**src/rtl/dap_alarm_map.svh**
```systemverilog
`ifndef DAP_ALARM_MAP_SVH
`define DAP_ALARM_MAP_SVH
`define DAP_CLK_HZ          50000000
`define DAP_PULSE_US        11
`define DAP_PULSE_CYC       ((`DAP_PULSE_US * `DAP_CLK_HZ + 999999) / 1000000)
`define DAP_BANNER_MS       500
`define DAP_BANNER_CYC      ((`DAP_BANNER_MS * (`DAP_CLK_HZ / 1000)))
`define DAP_HOURS_PER_DAY   24
`define DAP_MIN_PER_HOUR    60
`define DAP_SEC_PER_MIN     60
`define DAP_ALARM_RESET     17'h0_0000
`define DAP_HOUR_LSB        12
`define DAP_MIN_LSB         6
`define DAP_SEC_LSB         0
`endif

```
**src/rtl/dap_pkg.sv**
```systemverilog
package dap_pkg;
    typedef enum logic [2:0] {
        DAP_IDLE   = 3'b001,
        DAP_BANNER = 3'b010,
        DAP_SHOW   = 3'b100
    } dap_disp_type;
endpackage : dap_pkg

```
**src/rtl/dap_counter.sv**
```systemverilog
module dap_counter #(
    parameter int unsigned WIDTH = 8,
    parameter int unsigned LIMIT = 60
) (
    input  wire logic             mclk,
    input  wire logic             reset_n,
    input  wire logic             load,
    input  wire logic [WIDTH-1:0] load_val,
    input  wire logic             step,
    output logic      [WIDTH-1:0] count_ff,
    output logic                  wrap
);
    // wraps at LIMIT-1 on step
    assign wrap = step && (count_ff == WIDTH'(LIMIT - 1));

    always_ff @(posedge mclk or negedge reset_n) begin
        if (!reset_n) begin
            count_ff <= '0;
        end else if (load) begin
            count_ff <= load_val;
        end else if (wrap) begin
            count_ff <= '0;
        end else if (step) begin
            count_ff <= count_ff + WIDTH'(1);
        end
    end
endmodule : dap_counter

```
**src/rtl/dap_alarm.sv**
```systemverilog
`include "dap_alarm_map.svh"

module dap_alarm #(
    parameter int unsigned PULSE_CYC  = `DAP_PULSE_CYC,
    parameter int unsigned BANNER_CYC = `DAP_BANNER_CYC,
    parameter int unsigned SEC_CYC    = `DAP_CLK_HZ
) (
    input  wire logic        mclk,
    input  wire logic        reset_n,
    input  wire logic        full_reset,
    input  wire logic        self_test,
    input  wire logic        chain_enter,
    input  wire logic        stand_alone,
    input  wire logic        set_select,
    input  wire logic        digit_valid,
    input  wire logic [3:0]  digit,
    input  wire logic        enter_key,
    input  wire logic        tod_load,
    input  wire logic [16:0] tod_load_val,
    input  wire logic        pin_in,
    output logic             alarm_pin_out,
    output logic             alarm_pin_oe_n,
    output logic             serial_in_ff,
    output logic             banner_ff,
    output logic             show_ff,
    output logic [16:0]      show_val_ff,
    output logic             channel_mode_ff
);
    ////////////////////////////////////////////////////////////////////
    logic [16:0] alarm_ff;
    logic [23:0] digits_ff;
    logic [2:0]  ndig_ff;
    logic        chain_ff;
    logic        pulse_ff;
    logic [$clog2(PULSE_CYC+1)-1:0]  pcnt_ff;
    logic [$clog2(BANNER_CYC+1)-1:0] bcnt_ff;
    logic [$clog2(SEC_CYC+1)-1:0]    tick_cnt_ff;
    logic        sec_tick;
    logic        pin_s1_ff;
    logic [4:0]  tod_h;
    logic [5:0]  tod_m;
    logic [5:0]  tod_s;
    logic        wrap_s;
    logic        wrap_m;
    dap_pkg::dap_disp_type disp_ff;
    dap_pkg::dap_disp_type nxt_disp;

    ////////////////////////////////////////////////////////////////////
    // time of day, seconds resolution
    assign sec_tick = (tick_cnt_ff == ($bits(tick_cnt_ff))'(SEC_CYC - 1));

    always_ff @(posedge mclk or negedge reset_n) begin
        if (!reset_n) begin
            tick_cnt_ff <= '0;
        end else if (sec_tick || tod_load) begin
            tick_cnt_ff <= '0;
        end else begin
            tick_cnt_ff <= tick_cnt_ff + 1'b1;
        end
    end

    dap_counter #(.WIDTH(6), .LIMIT(`DAP_SEC_PER_MIN)) u_sec (
        .mclk     (mclk),
        .reset_n  (reset_n),
        .load     (tod_load),
        .load_val (tod_load_val[`DAP_SEC_LSB +: 6]),
        .step     (sec_tick),
        .count_ff (tod_s),
        .wrap     (wrap_s)
    );
    dap_counter #(.WIDTH(6), .LIMIT(`DAP_MIN_PER_HOUR)) u_min (
        .mclk     (mclk),
        .reset_n  (reset_n),
        .load     (tod_load),
        .load_val (tod_load_val[`DAP_MIN_LSB +: 6]),
        .step     (wrap_s),
        .count_ff (tod_m),
        .wrap     (wrap_m)
    );
    dap_counter #(.WIDTH(5), .LIMIT(`DAP_HOURS_PER_DAY)) u_hour (
        .mclk     (mclk),
        .reset_n  (reset_n),
        .load     (tod_load),
        .load_val (tod_load_val[`DAP_HOUR_LSB +: 5]),
        .step     (wrap_m),
        .count_ff (tod_h),
        .wrap     ()
    );

    ////////////////////////////////////////////////////////////////////
    // key entry: six digits hh mm ss, enter commits
    logic [6:0]  ent_h_w;
    logic [6:0]  ent_m_w;
    logic [6:0]  ent_s_w;
    logic [4:0]  ent_h;
    logic [5:0]  ent_m;
    logic [5:0]  ent_s;
    logic        ent_ok;
    logic [16:0] ent_val;
    logic        commit;
    // kept wide so 99 cannot alias a legal time
    assign ent_h_w = 7'(digits_ff[23:20]) * 7'd10 + 7'(digits_ff[19:16]);
    assign ent_m_w = 7'(digits_ff[15:12]) * 7'd10 + 7'(digits_ff[11:8]);
    assign ent_s_w = 7'(digits_ff[7:4]) * 7'd10 + 7'(digits_ff[3:0]);
    assign ent_h   = ent_h_w[4:0];
    assign ent_m   = ent_m_w[5:0];
    assign ent_s   = ent_s_w[5:0];
    assign ent_ok  = (ent_h_w < 7'd24) && (ent_m_w < 7'd60) && (ent_s_w < 7'd60);
    assign ent_val = {ent_h, ent_m, ent_s};
    assign commit  = enter_key && (disp_ff == dap_pkg::DAP_SHOW)
                     && (ndig_ff == 3'd6) && ent_ok;

    always_ff @(posedge mclk or negedge reset_n) begin
        if (!reset_n) begin
            digits_ff <= '0;
            ndig_ff   <= '0;
        end else if (set_select || commit) begin
            digits_ff <= '0;
            ndig_ff   <= '0;
        end else if (digit_valid && disp_ff == dap_pkg::DAP_SHOW && ndig_ff != 3'd6
                     && digit < 4'd10) begin
            digits_ff <= {digits_ff[19:0], digit};
            ndig_ff   <= ndig_ff + 3'd1;
        end
    end

    // self_test deliberately has no effect here
    always_ff @(posedge mclk or negedge reset_n) begin
        if (!reset_n) begin
            alarm_ff <= `DAP_ALARM_RESET;
        end else if (full_reset) begin
            alarm_ff <= `DAP_ALARM_RESET;
        end else if (commit) begin
            alarm_ff <= ent_val;
        end
    end

    ////////////////////////////////////////////////////////////////////
    // display sequencing
    logic banner_done;
    assign banner_done = (bcnt_ff == ($bits(bcnt_ff))'(BANNER_CYC - 1));

    always_comb begin
        nxt_disp = disp_ff;
        unique case (disp_ff)
            dap_pkg::DAP_IDLE:   if (set_select) nxt_disp = dap_pkg::DAP_BANNER;
            dap_pkg::DAP_BANNER: if (banner_done) nxt_disp = dap_pkg::DAP_SHOW;
            dap_pkg::DAP_SHOW:   if (commit) nxt_disp = dap_pkg::DAP_IDLE;
            default:             nxt_disp = dap_pkg::DAP_IDLE;
        endcase
        if (set_select) nxt_disp = dap_pkg::DAP_BANNER;
        if (full_reset) nxt_disp = dap_pkg::DAP_IDLE;
    end

    always_ff @(posedge mclk or negedge reset_n) begin
        if (!reset_n) begin
            disp_ff         <= dap_pkg::DAP_IDLE;
            bcnt_ff         <= '0;
            banner_ff       <= 1'b0;
            show_ff         <= 1'b0;
            show_val_ff     <= '0;
            channel_mode_ff <= 1'b1;
        end else begin
            disp_ff         <= nxt_disp;
            bcnt_ff         <= (nxt_disp == dap_pkg::DAP_BANNER && !set_select
                                && disp_ff == dap_pkg::DAP_BANNER) ? bcnt_ff + 1'b1 : '0;
            banner_ff       <= (nxt_disp == dap_pkg::DAP_BANNER);
            show_ff         <= (nxt_disp == dap_pkg::DAP_SHOW);
            show_val_ff     <= full_reset ? `DAP_ALARM_RESET
                               : (commit ? ent_val : alarm_ff);
            channel_mode_ff <= (nxt_disp == dap_pkg::DAP_IDLE);
        end
    end

    ////////////////////////////////////////////////////////////////////
    // pin ownership and alarm pulse
    logic match;
    logic fire;
    logic sec_tick_d_ff;
    assign match = ({tod_h, tod_m, tod_s} == alarm_ff) && (alarm_ff != 17'h0_0000);
    assign fire  = match && sec_tick_d_ff && !chain_ff;

    always_ff @(posedge mclk or negedge reset_n) begin
        if (!reset_n) begin
            sec_tick_d_ff <= 1'b0;
            chain_ff      <= 1'b0;
            pin_s1_ff     <= 1'b1;
            serial_in_ff  <= 1'b1;
        end else begin
            sec_tick_d_ff <= sec_tick || tod_load;
            pin_s1_ff     <= pin_in;
            serial_in_ff  <= pin_s1_ff;
            if (full_reset) begin
                chain_ff <= 1'b0;
            end else if (chain_enter) begin
                chain_ff <= 1'b1;
            end
        end
    end // stand_alone leaves chain_ff set

    always_ff @(posedge mclk or negedge reset_n) begin
        if (!reset_n) begin
            pulse_ff       <= 1'b0;
            pcnt_ff        <= '0;
            alarm_pin_out  <= 1'b1;
            alarm_pin_oe_n <= 1'b1;
        end else begin
            if (fire) begin
                pulse_ff <= 1'b1;
                pcnt_ff  <= '0;
            end else if (pulse_ff) begin
                pcnt_ff  <= pcnt_ff + 1'b1;
                pulse_ff <= (pcnt_ff != ($bits(pcnt_ff))'(PULSE_CYC - 1)) && !chain_ff;
            end
            alarm_pin_out  <= 1'b0;
            alarm_pin_oe_n <= !((fire || (pulse_ff && pcnt_ff != ($bits(pcnt_ff))'(PULSE_CYC - 1)))
                               && !chain_ff);
        end
    end

    ////////////////////////////////////////////////////////////////////
    a_zero_no_pulse: assert property (@(posedge mclk) disable iff (!reset_n)
        ($past(alarm_ff) == 17'h0_0000 && alarm_ff == 17'h0_0000) |-> alarm_pin_oe_n)
        else $error("pulse with alarm disabled");
    a_chain_no_drive: assert property (@(posedge mclk) disable iff (!reset_n)
        $past(chain_ff) |-> alarm_pin_oe_n)
        else $error("pin driven in chain mode");
    a_pulse_width: assert property (@(posedge mclk) disable iff (!reset_n)
        (fire && !chain_ff) |=> !alarm_pin_oe_n [*8])
        else $error("alarm pulse too short");
    a_full_reset_clr: assert property (@(posedge mclk) disable iff (!reset_n)
        full_reset |=> alarm_ff == 17'h0_0000)
        else $error("full reset did not clear");
    a_commit_loads: assert property (@(posedge mclk) disable iff (!reset_n)
        (commit && !full_reset) |=> (alarm_ff == $past(ent_val)) && channel_mode_ff)
        else $error("enter did not commit");
    a_one_fire: assert property (@(posedge mclk) disable iff (!reset_n)
        fire |=> !fire)
        else $error("repeated fire in one second");
    a_banner_show: assert property (@(posedge mclk) disable iff (!reset_n)
        (set_select && !full_reset) |=> banner_ff)
        else $error("no banner after select");
    a_selftest_keep: assert property (@(posedge mclk) disable iff (!reset_n)
        (self_test && !full_reset && !commit) |=> $stable(alarm_ff))
        else $error("self test changed alarm");
endmodule : dap_alarm

```
**config.mk**
```make
export PLATFORM = sky130hd
export DESIGN_NAME = dap_alarm
export DESIGN_NICKNAME = d
export VERILOG_FILES = /design/src/rtl/dap_pkg.sv /design/src/rtl/dap_counter.sv /design/src/rtl/dap_alarm.sv
export VERILOG_INCLUDE_DIRS = /design/src /design/src/rtl
export SDC_FILE = /design/constraint.sdc
export NUM_CORES = 1
export LEC_CHECK = 0
export BUFFER_PORTS_ARGS = -buffer_cell sky130_fd_sc_hd__buf_2
export CAP_MARGIN = 20
export CORE_ASPECT_RATIO = 0.7
export CORE_MARGIN = 2
export CORE_UTILIZATION = 45
export CTS_BUF_LIST = sky130_fd_sc_hd__clkbuf_8
export CTS_CLUSTER_DIAMETER = 100
export DETAILED_ROUTE_END_ITERATION = 16
export HOLD_SLACK_MARGIN = 0.05
export PLACE_DENSITY_LB_ADDON = 0.15
export SETUP_SLACK_MARGIN = 0.3
export SYNTH_ARGS = -nofsm -noshare
export SYNTH_HDL_FRONTEND = slang
export SYNTH_HIERARCHICAL = 1
export SYNTH_SLANG_ARGS = --single-unit
```
**constraint.sdc**
```tcl
create_clock -name mclk -period 3.3 [get_ports mclk]
set_clock_uncertainty 0.05 [all_clocks]
set_input_delay 0.66 -clock mclk [delete_from_list [all_inputs] [get_ports mclk]]
set_output_delay 0.66 -clock mclk [all_outputs]
set_load 0.01 [all_outputs]
```
# Yosys cells after proc, flatten, opt, wreduce, memory -nomap -nowiden
# Index checks and enable logic that the tools add are counted.
totals:
  in_bits: 32
  elab_cells: 113
  register_bits: 135
  out_inout_bits: 23
op_classes:
  n_eq_ne: 15
  reduce_logical: 33
  order_cmp: 4
  muxes: 28
  n_mul: 3
  addsub: 10
op_table:
  columns: ["op", "n"]
  rows:
  - ["$mux W24", 2]
  - ["$mux W6", 6]
  - ["$mux W17", 2]
  - ["$add A26 B1 Y26 const B", 1]
  - ["$eq A26 B26 Y1 const B", 1]
  - ["$mux W26", 1]
  - ["$add A25 B1 Y25 const B", 1]
  - ["$eq A25 B25 Y1 const B", 1]
  - ["$mux W25", 1]
  - ["$add A7 B4 Y7", 3]
  - ["$mux W10", 2]
  - ["$logic_and A1 B1 Y1", 19]
  - ["$mul A4 B3 Y6 const B", 3]
  - ["$mux W3", 6]
  - ["$eq A17 B17 Y1", 1]
  - ["$reduce_bool A17 Y1", 1]
  - ["$mux W5", 3]
  - ["$lt A7 B6 Y1 const B", 2]
  - ["$add A6 B1 Y6 const B", 2]
  - ["$eq A6 B6 Y1 const B", 2]
  - ["$add A10 B1 Y10 const B", 1]
  - ["$ne A10 B10 Y1 const B", 1]
  - ["$eq A3 B3 Y1 const B", 3]
  - ["$pmux W3 S3", 1]
  - ["other kinds (13)", 27]

# Logic depth before layout (Yosys ltp)
# Gate-level depths: netlist of the first run.
logic_depth:
  depth_word: 14
  depth_mapped: 12
  depth_no_buf: 10

# By module
# Netlist of the first run, hierarchy kept.
by_module_without_submodules:
  columns: ["mod", "area_each_um2", "seq_area_each_um2", "cells_each", "n_inst"]
  rows:
  - ["dap_alarm", 6328.6, 2960.3, 623, 1]
  - ["dap_counter at u_min ...", 414.1, 150.1, 45, 2]
  - ["dap_counter at u_hour", 285.3, 125.1, 30, 1]

# Worst setup path before layout of the first run
# Ideal clock, no wire load.
synth_path:
  kind: "reg-to-reg"
  startpoint: "reg tick_cnt_ff[10]"
  endpoint: "reg u_hour.count_ff[4]"
  path_stages_with_launch: 12
  arrival_ns: 2.870
  slack_ns: 0.253
  setup_time_ns: 0.128
  path_cell_list: "dfrtp_1 > or4b_2 > nor4_1 > buf_2 > nand2_1 > nor3_2 > buf_2 > nand2_1 > nor3_2 > nand3_1 > mux2i_1 > o21ai_0"
synth_via:
  elab_chain_cells: 6
synth_rtl:
  columns: ["item", "line_no", "text"]
  rows:
  - ["from (decl)", "dap_alarm.sv:37", "logic [$clog2(SEC_CYC+1)-1:0] tick_cnt_ff;"]
  - ["from (signal assigned)", "dap_alarm.sv:58", "tick_cnt_ff <= tick_cnt_ff + 1'b1;"]
  - ["$eq A26 B26 Y1 (*)", "dap_alarm.sv:50", "assign sec_tick = (tick_cnt_ff == ($bits(tick_cnt_ff))'(SEC_CYC - 1));"]
  - ["via sec_tick", "dap_alarm.sv:38", "logic sec_tick;"]
  - ["$logic_and A1 B1 Y1 (*)", "dap_counter.sv:14", "assign wrap = step && (count_ff == WIDTH'(LIMIT - 1));"]
  - ["via wrap_s", "dap_alarm.sv:43", "logic wrap_s;"]
  - ["$logic_and A1 B1 Y1 (*)", "dap_counter.sv:14", null]
  - ["via wrap_m", "dap_alarm.sv:44", "logic wrap_m;"]
  - ["$logic_and A1 B1 Y1", "dap_counter.sv:14", null]
  - ["$mux W5", "dap_counter.sv:21", "end else if (wrap) begin"]
  - ["$mux W5", "dap_counter.sv:19", "end else if (load) begin"]
  - ["to (signal assigned)", "dap_counter.sv:20", "count_ff <= load_val;"]
  - ["to (signal assigned)", "dap_counter.sv:24", "count_ff <= count_ff + WIDTH'(1);"]
  - ["to (decl)", "dap_counter.sv:10", "output logic [WIDTH-1:0] count_ff,"]
# The timed path passes the listed nets; every way through them passes the cells marked *.
# A chain may end at the register's enable or synchronous reset.

# Worst setup path in the final report of the first run
layout_path:
  startpoint: "reg digits_ff[21]"
  endpoint: "reg show_val_ff[15]"
layout_via:
  elab_chain_cells: 7
layout_rtl:
  columns: ["item", "line_no", "text"]
  rows:
  - ["from (decl)", "dap_alarm.sv:31", "logic [23:0] digits_ff;"]
  - ["from (signal assigned)", "dap_alarm.sv:122", "digits_ff <= {digits_ff[19:0], digit};"]
  - ["$mul A4 B3 Y6 (*)", "dap_alarm.sv:102", "assign ent_h_w = 7'(digits_ff[23:20]) * 7'd10 + 7'(digits_ff[19:16]);"]
  - ["$add A7 B4 Y7 (*)", "dap_alarm.sv:102", null]
  - ["$lt A7 B5 Y1", "dap_alarm.sv:108", "assign ent_ok = (ent_h_w < 7'd24) && (ent_m_w < 7'd60) && (ent_s_w < 7'd60);"]
  - ["$logic_and A1 B1 Y1 (2 in a row)", "dap_alarm.sv:108", null]
  - ["$logic_and A1 B1 Y1", "dap_alarm.sv:111", "&& (ndig_ff == 3'd6) && ent_ok;"]
  - ["$reduce_bool A2 Y1 (no line)", null, null]
  - ["to (signal assigned)", "dap_alarm.sv:169", "show_val_ff <= full_reset ? `DAP_ALARM_RESET"]
  - ["to (decl)", "dap_alarm.sv:26", "output logic [16:0] show_val_ff,"]
# Mark *: on every way between the ends. The rest lies on a longest branch, timed or not. The select of a mux whose other input is x is not followed.

==> metrics.cfg, run 1 <==
[outcome]
status=finished clean

[placed_design]
place_hpwl_um=11600
routabilityCongestion=0.839
port_buffers=52
place_inst=1002

[floorplanning]
die_y_um=112
fp.dieW_um=158
die_area_um2=17600
rows=39
io_pins=55
core_um2=16200
initial_core_util_pct=45.8

[synth]
syn_nets=807
syn_inst=742
avgSynthCellArea_um2=10.0
syn_area_um2=7430
yosysWarnings=6

[clock_tree]
clk_pin_slew_ps=80
clock_latency_ps=460
clock-sinks=135
cts_buffers=17
clock_path_buffers=2
ctsHtreeMaxLevel=4
cts_root_buf=clkbuf_8
cts_tree=done

[cells_and_area]
drive_above_1_share_pct=25.0
final_util_pct=55.9
syn_to_final_growth_pct=22.1
fin_nets=891
instances_no_fill=1064
n_antenna_cell=0

[pwr]
power_mw=3.19
seqPwrFrac_pct=54.3
power.density_nw_per_um2=352
p_int_mw=2.36
leakagePower_nw=4.03
swShare_pct=26.1
ir_drop_mv=0.172
pwr-share-comb_pct=5.8
p_clk_share_pct=39.9
switching_power_uw=834

[worst_setup_path]
critical_path_peak_fanout=5
cp-end-kind=flop
crit_required_ps=3590
r2r_setup_slack_ps=160
reg2reg_to=show_val_ff[15]
crit_end=show_val_ff[15]
worst_ep_arrival_time_ps=3430
path_class=flop to flop
crit_start=digits_ff[21]
rr_worst_depth=10
r2r-start=digits_ff[21]
cp-start-kind=flop

[grt]
grt_max_degree=80
globalRouteMet2Util_pct=32.2
grt-busiest-layer=met2
grt_pass1_vias=5652
grtUsageMet3_pct=4.87
grt_first_pass_wirelength_um=29100
grt.overflow.total=0
grt_antenna_before_repair=0
met1_usage_pct=29.5
grt_usage_pct=20.8

[drt]
drc_errors=0
ant_nets=0
drtIter0Drc=336
via_count=5608
drt-pass1-iter-count=4
wl_um=17600
vias_per_cell=5.27
wire_per_inst_um=16.6

[timing]
slew_headroom_pct=35.5
hold_viol_final=0
finalCriticalPeriod_ps=3140
setup_viol=0
max_freq_mhz=319
worst_pin_slew_ps=967
fin_tns_setup_ps=0
finalCritPeriodShare_pct=95.1
hold_ws_ps=204
rsz0062_at_grt=yes
drv_slew=0

[flow_run]
drv_cap=0

[hold_path]
hp-class=input pin to async pin

[metrics by stage]
step / area, µm² / setup slack [ps]
final: 9080 / 161
after global routing: 9080 / 30.1
after CTS: 8840 / 157
after detailed placement: 7940 / 114
after global placement: 7940 / 171
after floorplan: 7440 / 357
[flip-flops by register name, indices dropped and copies added (netlist names)]
register,count
digits_ff,24
channel_mode_ff,1
sec_tick_d_ff,1
bcnt_ff,25
u_hour/count_ff,5
tick_cnt_ff,26
ndig_ff,3
show_val_ff,17
serial_in_ff,1
u_sec/count_ff,6
show_ff,1
pulse_ff,1
banner_ff,1
alarm_pin_out,1
pin_s1_ff,1
u_min/count_ff,6
alarm_pin_oe_n,1
disp_ff,3
chain_ff,1
pcnt_ff,10
[power groups by stage]
| stage | Clock (mW) | Sequential (mW) | Combinational, mW |
|---|---|---|---|
| 2_1_floorplan | 0 | 1.75 | 0.109 |
| 3_3_place_gp | 0 | 1.76 | 0.177 |
| 3_5_place_dp | 0 | 1.77 | 0.182 |
| 4_1_cts | 1.30 | 1.73 | 0.186 |
| 5_1_grt | 1.40 | 1.74 | 0.210 |
| 6_report | 1.27 | 1.73 | 0.185 |
[repair_timing]
| action | CTS | global route |
|---|---|---|
| pin swaps | 37 | 16 |
| cloned | 4 | 0 |
| endpoints found under the setup margin | 43 | 53 |
| gates resized for setup | 57 | 32 |
| setup buffers | 17 | 9 |
| hold buffers | 0 | 0 |
[placed cells by master (no fill, tap or decap), drive strengths merged, types with 6 or more instances in the layout]
master,count
inv,33
clkinv,6
nand3,30
nor2,98
nand4,20
buf,93
and4,8
fa,6
ha,27
o21ai,15
clkbuf,18
xnor2,24
nand2,39
xor2,63
mux2,11
dfrtp,129
nor3,40
and3,10
nand2b,14
nor4,12
mux2i,31
nor2b,18
nor3b,13
dfstp,6
a21oi,20
[cell type report]
| type | count | area, µm² |
|---|---|---|
| Inverter | 31 | 116 |
| Multi-Input combinational cell | 547 | 4160 |
| Clock inverter | 14 | 113 |
| Clock buffer | 18 | 248 |
| Fill cell | 1423 | 7170 |
| Timing Repair Buffer | 94 | 778 |
| Tap cell | 225 | 282 |
| Sequential cell | 135 | 3390 |
[how the worst min path moves through the flow]
stage / from / end / slack (ps) / cells past startpoint
final: reset_n / tick_cnt_ff[22] / 200 / 1
after global routing: pin_in / pin_s1_ff / 200 / 1
after CTS: reset_n / pcnt_ff[1] / 210 / 1
after detailed placement: pin_s1_ff / serial_in_ff / 300 / 0
after global placement: pin_s1_ff / serial_in_ff / 300 / 0
after floorplan: pin_s1_ff / serial_in_ff / 300 / 0
[worst max-delay path, cell delays in order, from the launching register on]
cell and delay (ps):
dfrtp_1 410, ha_1 320, ha_1 220, fa_1 400, xor2_2 190, xor2_1 220, a31oi_2 170, nor4_4 310
buf_6 160, bufbuf_16 260, mux2_1 320
[metal layers]
metal,vias to the layer above,routed length (µm)
li1,2735,-
met1,2780,8590
met2,78,8200
met3,15,639
met4,0,181
met5,-,0
(Power assumes the default switching activity.)
==> run 2, diff against run 1 <==
- PLACE_DENSITY_LB_ADDON: 0.15 -> not set
- REMOVE_ABC_BUFFERS: not set -> 1
==> run 2 against run 1 <==
Against the previous run:
- worst setup slack improved by 85 ps
- cell count decreased by 1.1%
- non-clock buffer count decreased by 12
- worst hold slack got worse by 87 ps
- final area decreased by 2.0%
- maximum frequency increased by 2.8%
- sequential share of layout area increased by 0.78 points
- routed wire length decreased by 7.0%
- die area unchanged
- sequential cell count unchanged
- critical endpoint is now show_val_ff[14]
- largest power group unchanged
==> metrics.cfg, run 2 (synthesis gave the netlist of run 1 again) <==
[outcome]
status=finished clean  ; unchanged

[placed_design]
port_buffers=52  ; unchanged
place_hpwl_um=11000  ; was 11,600 µm
place_inst=1002  ; unchanged
placed_area_um2=7960  ; was 7940 µm²
routabilityCongestion=0.858  ; was 0.839
place_ws_ps=80.4  ; was 114 ps

[worst_setup_path]
path_class=flop to flop  ; unchanged
worst_ep_arrival_time_ps=3340  ; was 3430 ps
crit_required_ps=3590  ; about the same
cp-start-kind=flop  ; unchanged
reg2reg_to=show_val_ff[14]  ; was show_val_ff[15]
critical_path_peak_fanout=5  ; unchanged
r2r-start=digits_ff[5]  ; was digits_ff[21]
r2r_setup_slack_ps=250  ; was 160 ps
rr_worst_depth=12  ; was 10
cp-end-kind=flop  ; unchanged

[timing]
setup_viol=0  ; unchanged
finalCriticalPeriod_ps=3050  ; was 3140 ps
drv_slew=0  ; unchanged
finalCritPeriodShare_pct=92.6  ; was 95.1%
slew_headroom_pct=55.0  ; was 35.5%
hold_viol_final=0  ; unchanged
rsz0062_at_grt=yes  ; unchanged
max_freq_mhz=327  ; was 319 MHz
worst_pin_slew_ps=673  ; was 967 ps
fin_ws_ps=246  ; was 161 ps
hold_ws_ps=116  ; was 204 ps

[clock_tree]
clock_path_buffers=2  ; unchanged
cts_buffers=17  ; unchanged
cts_tree=done  ; unchanged
clock-sinks=135  ; unchanged
clk_pin_slew_ps=80  ; about the same
clock_latency_ps=450  ; was 460 ps
cts_hold_buffers=0  ; unchanged
cts_root_buf=clkbuf_8  ; unchanged
ctsHtreeMaxLevel=4  ; unchanged

[pwr]
p_int_mw=2.51  ; was 2.36 mW
leakagePower_nw=3.98  ; was 4.03 nW
power_mw=3.36  ; was 3.19 mW
pwr-share-comb_pct=5.5  ; was 5.8%
swShare_pct=25.3  ; was 26.1%
power.density_nw_per_um2=377  ; was 352 nW/µm²
seqPwrFrac_pct=51.6  ; was 54.3%
switching_power_uw=849  ; was 834 µW
ir_drop_mv=0.191  ; was 0.172 mV
p_clk_share_pct=42.9  ; was 39.9%

[cells_and_area]
n_antenna_cell=0  ; unchanged
fin_nets=879  ; was 891
instances_no_fill=1052  ; was 1,064
top_regs=tick_cnt_ff: 26 flops, bcnt_ff: 25 flops, digits_ff: 24 flops  ; unchanged
syn_to_final_growth_pct=19.7  ; was 22.1%
final_common_cell=dfrtp_1  ; unchanged
largest_register=tick_cnt_ff  ; unchanged
largest_reg_flops=26  ; unchanged
fin_area_um2=8900  ; was 9080 µm²
layout_common_cells=dfrtp_1 (129), nor2_1 (98), xor2_1 (62), buf_2 (51), nand2_1 (39)  ; was dfrtp_1 (129), nor2_1 (98), xor2_1 (62), buf_2 (51), nand2_1 (38)
fillers=1429  ; was 1,423
drive_above_1_share_pct=22.7  ; was 25.0%

[grt]
grt_max_degree=62  ; was 80
grt.overflow.total=0  ; unchanged
grt_antenna_before_repair=0  ; unchanged
grt_pass1_vias=5617  ; was 5,652
grt_usage_pct=19.6  ; was 20.8%
grt_first_pass_wirelength_um=27400  ; was 29,100 µm

[flow_run]
drv_cap=0  ; unchanged

[drt]
drtIter0Drc=355  ; was 336
via_count=5638  ; was 5,608
wire_per_inst_um=15.6  ; was 16.6 µm
vias_per_cell=5.36  ; was 5.27
drc_errors=0  ; unchanged
ant_nets=0  ; unchanged
wl_um=16400  ; was 17,600 µm
drt-pass1-iter-count=5  ; was 4

[hold_path]
hp-class=input pin to async pin  ; unchanged

[floorplanning]
die_y_um=112  ; unchanged
core_um2=16200  ; unchanged
die_area_um2=17600  ; unchanged
initial_core_util_pct=45.8  ; unchanged
io_pins=55  ; unchanged
fp.dieW_um=158  ; unchanged
rows=39  ; unchanged

run 2: cell count changes in the layout (fill, tap and decap cells not counted), moves of 2 or more:
cell,change
clkinv_2,-2
buf_8,-3
o22ai_1,+2
xnor2_4,-2
clkinv_4,+3
bufinv_16,+2
nor3_4,-3
inv_6,+2
buf_4,-8
nor3_1,+2
xnor2_1,+3
clkbuf_16,+2
clkinvlp_4,-3
run 2: timing repair:
item                                   4_1_cts  5_1_grt
pin swaps                                    9       12
setup endpoints to repair                   35       47
endpoints found under the hold margin        0        0
setup buffers                               10        4
cloned                                       2        2
resized for setup                           28       37
run 2: power by group through the flow:
| stage | Combinational (mW) | Clock, mW | Sequential, mW |
|---|---|---|---|
| after floorplan | 0.0839 | 0 | 1.75 |
| after global placement | 0.178 | 0 | 1.76 |
| after detailed placement | 0.182 | 0 | 1.77 |
| after CTS | 0.184 | 1.48 | 1.73 |
| after global routing | 0.211 | 1.56 | 1.74 |
| final | 0.183 | 1.44 | 1.73 |
run 2: per-layer routing:
layer / vias to the layer above / wire (µm) / track usage, %
li1: 2717 / - / -
met1: 2805 / 8390 / 28.6
met2: 103 / 7060 / 28.8
met3: 13 / 798 / 5.68
met4: 0 / 126 / 4.36
met5: - / 0 / 0
run 2: how the worst max path moves through the flow:
stage,start,endpoint,slack [ps],depth (start not counted)
finish,digits_ff[5],show_val_ff[14],250,12
global route,digits_ff[5],show_val_ff[14],130,12
CTS,digits_ff[15],channel_mode_ff,250,12
detailed placement,digits_ff[5],show_val_ff[9],80,11
global placement,digits_ff[5],show_val_ff[16],180,11
floorplan,digits_ff[5],show_val_ff[10],-1600,10
run 2: final cells by class:
cell class	count	area, µm²	area share, %
clock buffer	17	234	2.63
clock inverter	15	180	2.03
inverter	31	116	1.31
multi-input combinational	547	4060	45.6
sequential	135	3390	38.1
tap	225	282	3.16
timing repair buffer	82	643	7.23
run 2: critical path, stage by stage (launching register included):
cell	delay, ps
dfrtp_1	400
ha_1	300
ha_2	180
inv_2	40
fa_1	490
nand2b_4	170
a21oi_4	120
xnor2_2	120
o2111ai_2	160
nor4_4	290
buf_6	200
buf_12	120
mux2_1	310
run 2: stage by stage:
stage / utilization [%] / setup TNS, ps
floorplan: - / -72010
global placement: 49.0 / 0
detailed placement: 49.0 / 0
CTS: 53.1 / 0
global route: 54.7 / 0
finish: 54.7 / 0
==> run 3, diff against run 2 <==
- CORE_MARGIN: 2 -> not set
- CTS_BUF_LIST: sky130_fd_sc_hd__clkbuf_8 -> not set
==> run 3 against run 2 <==
Against the previous run:
- count of clock-buffer cells in the layout rose by 1
- sequential cell count did not move
- first-iteration DRC count rose by 17%
- maximum frequency fell by 0.17%
- utilization rose by 1.7 points
- worst setup slack got worse by 5.3 ps
- total power rose by 16%
- worst hold slack improved by 83 ps
- highest routed layer unchanged
==> metrics.cfg, run 3 (synthesis gave the netlist of run 1 again) <==
[outcome]
status=finished clean  ; unchanged

[drt]
drtIter0Drc=415  ; was 355
wire_per_inst_um=15.8  ; was 15.6 µm
drt-pass1-iter-count=5  ; unchanged
drc_errors=0  ; unchanged
vias_per_cell=5.36  ; about the same
wl_um=16600  ; was 16,400 µm
via_count=5622  ; was 5,638
ant_nets=0  ; unchanged

[worst_setup_path]
crit_required_ps=3540  ; was 3590 ps
r2r_setup_slack_ps=240  ; was 250 ps
rr_worst_depth=12  ; unchanged
cp-end-kind=flop  ; unchanged
reg2reg_to=show_val_ff[8]  ; was show_val_ff[14]
cp-start-kind=flop  ; unchanged
crit_start=digits_ff[15]  ; was digits_ff[5]
worst_ep_arrival_time_ps=3300  ; was 3340 ps
path_class=flop to flop  ; unchanged
r2r-start=digits_ff[15]  ; was digits_ff[5]
critical_path_peak_fanout=14  ; was 5

[clock_tree]
clock-sinks=135  ; unchanged
cts_root_buf=clkbuf_16  ; was clkbuf_8
clock_latency_ps=420  ; was 450 ps
clk_pin_slew_ps=60  ; was 80 ps
clock_path_buffers=2  ; unchanged
cts_hold_buffers=0  ; unchanged
cts_tree=done  ; unchanged
cts_buffers=17  ; unchanged
ctsHtreeMaxLevel=4  ; unchanged

[placed_design]
port_buffers=52  ; unchanged
place_inst=1001  ; was 1,002
place_hpwl_um=11300  ; was 11,000 µm
place_ws_ps=95.4  ; was 80.4 ps
placed_area_um2=7960  ; about the same
routabilityCongestion=0.860  ; was 0.858

[timing]
finalCriticalPeriod_ps=3060  ; was 3050 ps
hold_viol_final=0  ; unchanged
setup_viol=0  ; unchanged
worst_pin_slew_ps=719  ; was 673 ps
rsz0062_at_grt=yes  ; unchanged
finalCritPeriodShare_pct=92.7  ; was 92.6%
max_freq_mhz=327  ; about the same
drv_slew=0  ; unchanged
slew_headroom_pct=52.1  ; was 55.0%
fin_ws_ps=240  ; was 246 ps

[flow_run]
drv_cap=0  ; unchanged

[grt]
grt_pass1_vias=5619  ; was 5,617
grt_first_pass_wirelength_um=27900  ; was 27,400 µm
grt_usage_pct=21.1  ; was 19.6%
grt.overflow.total=0  ; unchanged
grt_max_degree=76  ; was 62
grt_antenna_before_repair=0  ; unchanged

[cells_and_area]
syn_to_final_growth_pct=20.1  ; was 19.7%
n_antenna_cell=0  ; unchanged
instances_no_fill=1049  ; was 1,052
fillers=1414  ; was 1,429
fin_nets=881  ; was 879
final_common_cell=dfrtp_1  ; unchanged
fin_area_um2=8930  ; was 8900 µm²
layout_common_cells=dfrtp_1 (129), nor2_1 (98), xor2_1 (62), buf_2 (51), nand2_1 (39)  ; unchanged
largest_register=tick_cnt_ff  ; unchanged
largest_reg_flops=26  ; unchanged
drive_above_1_share_pct=21.0  ; was 22.7%
top_regs=tick_cnt_ff: 26 flops, bcnt_ff: 25 flops, digits_ff: 24 flops  ; unchanged

[pwr]
power.density_nw_per_um2=434  ; was 377 nW/µm²
ir_drop_mv=0.279  ; was 0.191 mV
leakagePower_nw=4.04  ; was 3.98 nW
power_mw=3.88  ; was 3.36 mW

[floorplanning]
die_y_um=110  ; was 112 µm
core_um2=15800  ; was 16,200 µm²
initial_core_util_pct=47.0  ; was 45.8%
die_area_um2=17000  ; was 17,600 µm²
io_pins=55  ; unchanged
fp.dieW_um=156  ; was 158 µm
rows=38  ; was 39

[hold_path]
hp-class=input pin to async pin  ; unchanged

## run 3: cell types whose count changed in the layout (fill, tap and decap cells not counted), sizes merged
cell | before | now
clkinvlp | 2 | 3
inv | 34 | 32
buf | 80 | 83
## run 3: worst max-delay path, stage by stage (launching register included)
cell and delay, ps:
dfrtp_1 410, ha_4 300, ha_4 130, inv_2 30, fa_2 580, a21o_1 130
a211oi_2 80, nor3b_2 200, a211oi_2 60, buf_4 160, nor4_4 270, buf_12 200
mux2_1 330
## run 3: per-stage QoR
step | hold WS [ps] | utilization, % | TNS [ps]
2_1_floorplan | 295 | - | -72010
3_3_place_gp | 296 | 50.3 | 0
3_5_place_dp | 299 | 50.3 | 0
4_1_cts | 229 | 55.3 | 0
5_1_grt | 260 | 56.4 | 0
6_report | 199 | 56.4 | 0
## run 3: worst max-delay path by stage
| stage | end | slack, ps |
|---|---|---|
| after floorplan | show_val_ff[10] | -1600 |
| after global placement | show_val_ff[5] | 170 |
| after detailed placement | show_val_ff[3] | 100 |
| after CTS | show_val_ff[8] | 260 |
| after global routing | show_val_ff[10] | 120 |
| final | show_val_ff[8] | 240 |
## run 3: what timing repair did
item / in CTS / in global routing
setup endpoints to repair: 41 / 49
setup buffers: 12 / 3
pin swaps: 0 / 5
cloned: 0 / 1
resized for setup: 20 / 23
## run 3: area by class of cell
cell class / count / area (µm²) / area share (%)
clock buffer: 18 / 439 / 4.92
clock inverter: 14 / 175 / 1.96
inverter: 31 / 116 / 1.30
multi-input combinational: 547 / 3970 / 44.5
sequential: 135 / 3390 / 37.9
tap: 220 / 275 / 3.08
timing repair buffer: 84 / 568 / 6.36
## run 3: per-layer routing
metal,share of wire [%],global-route usage [%]
met1,52,30.6
met2,43,31.2
met3,4.1,4.53
met4,1.0,7.42
met5,0,0
## run 3: where the power goes
group / switching, mW / total [mW] / internal, mW
logic: 0.109 / 0.180 / 0.0705
registers: 0.0499 / 1.74 / 1.69
clock network: 0.751 / 1.96 / 1.21
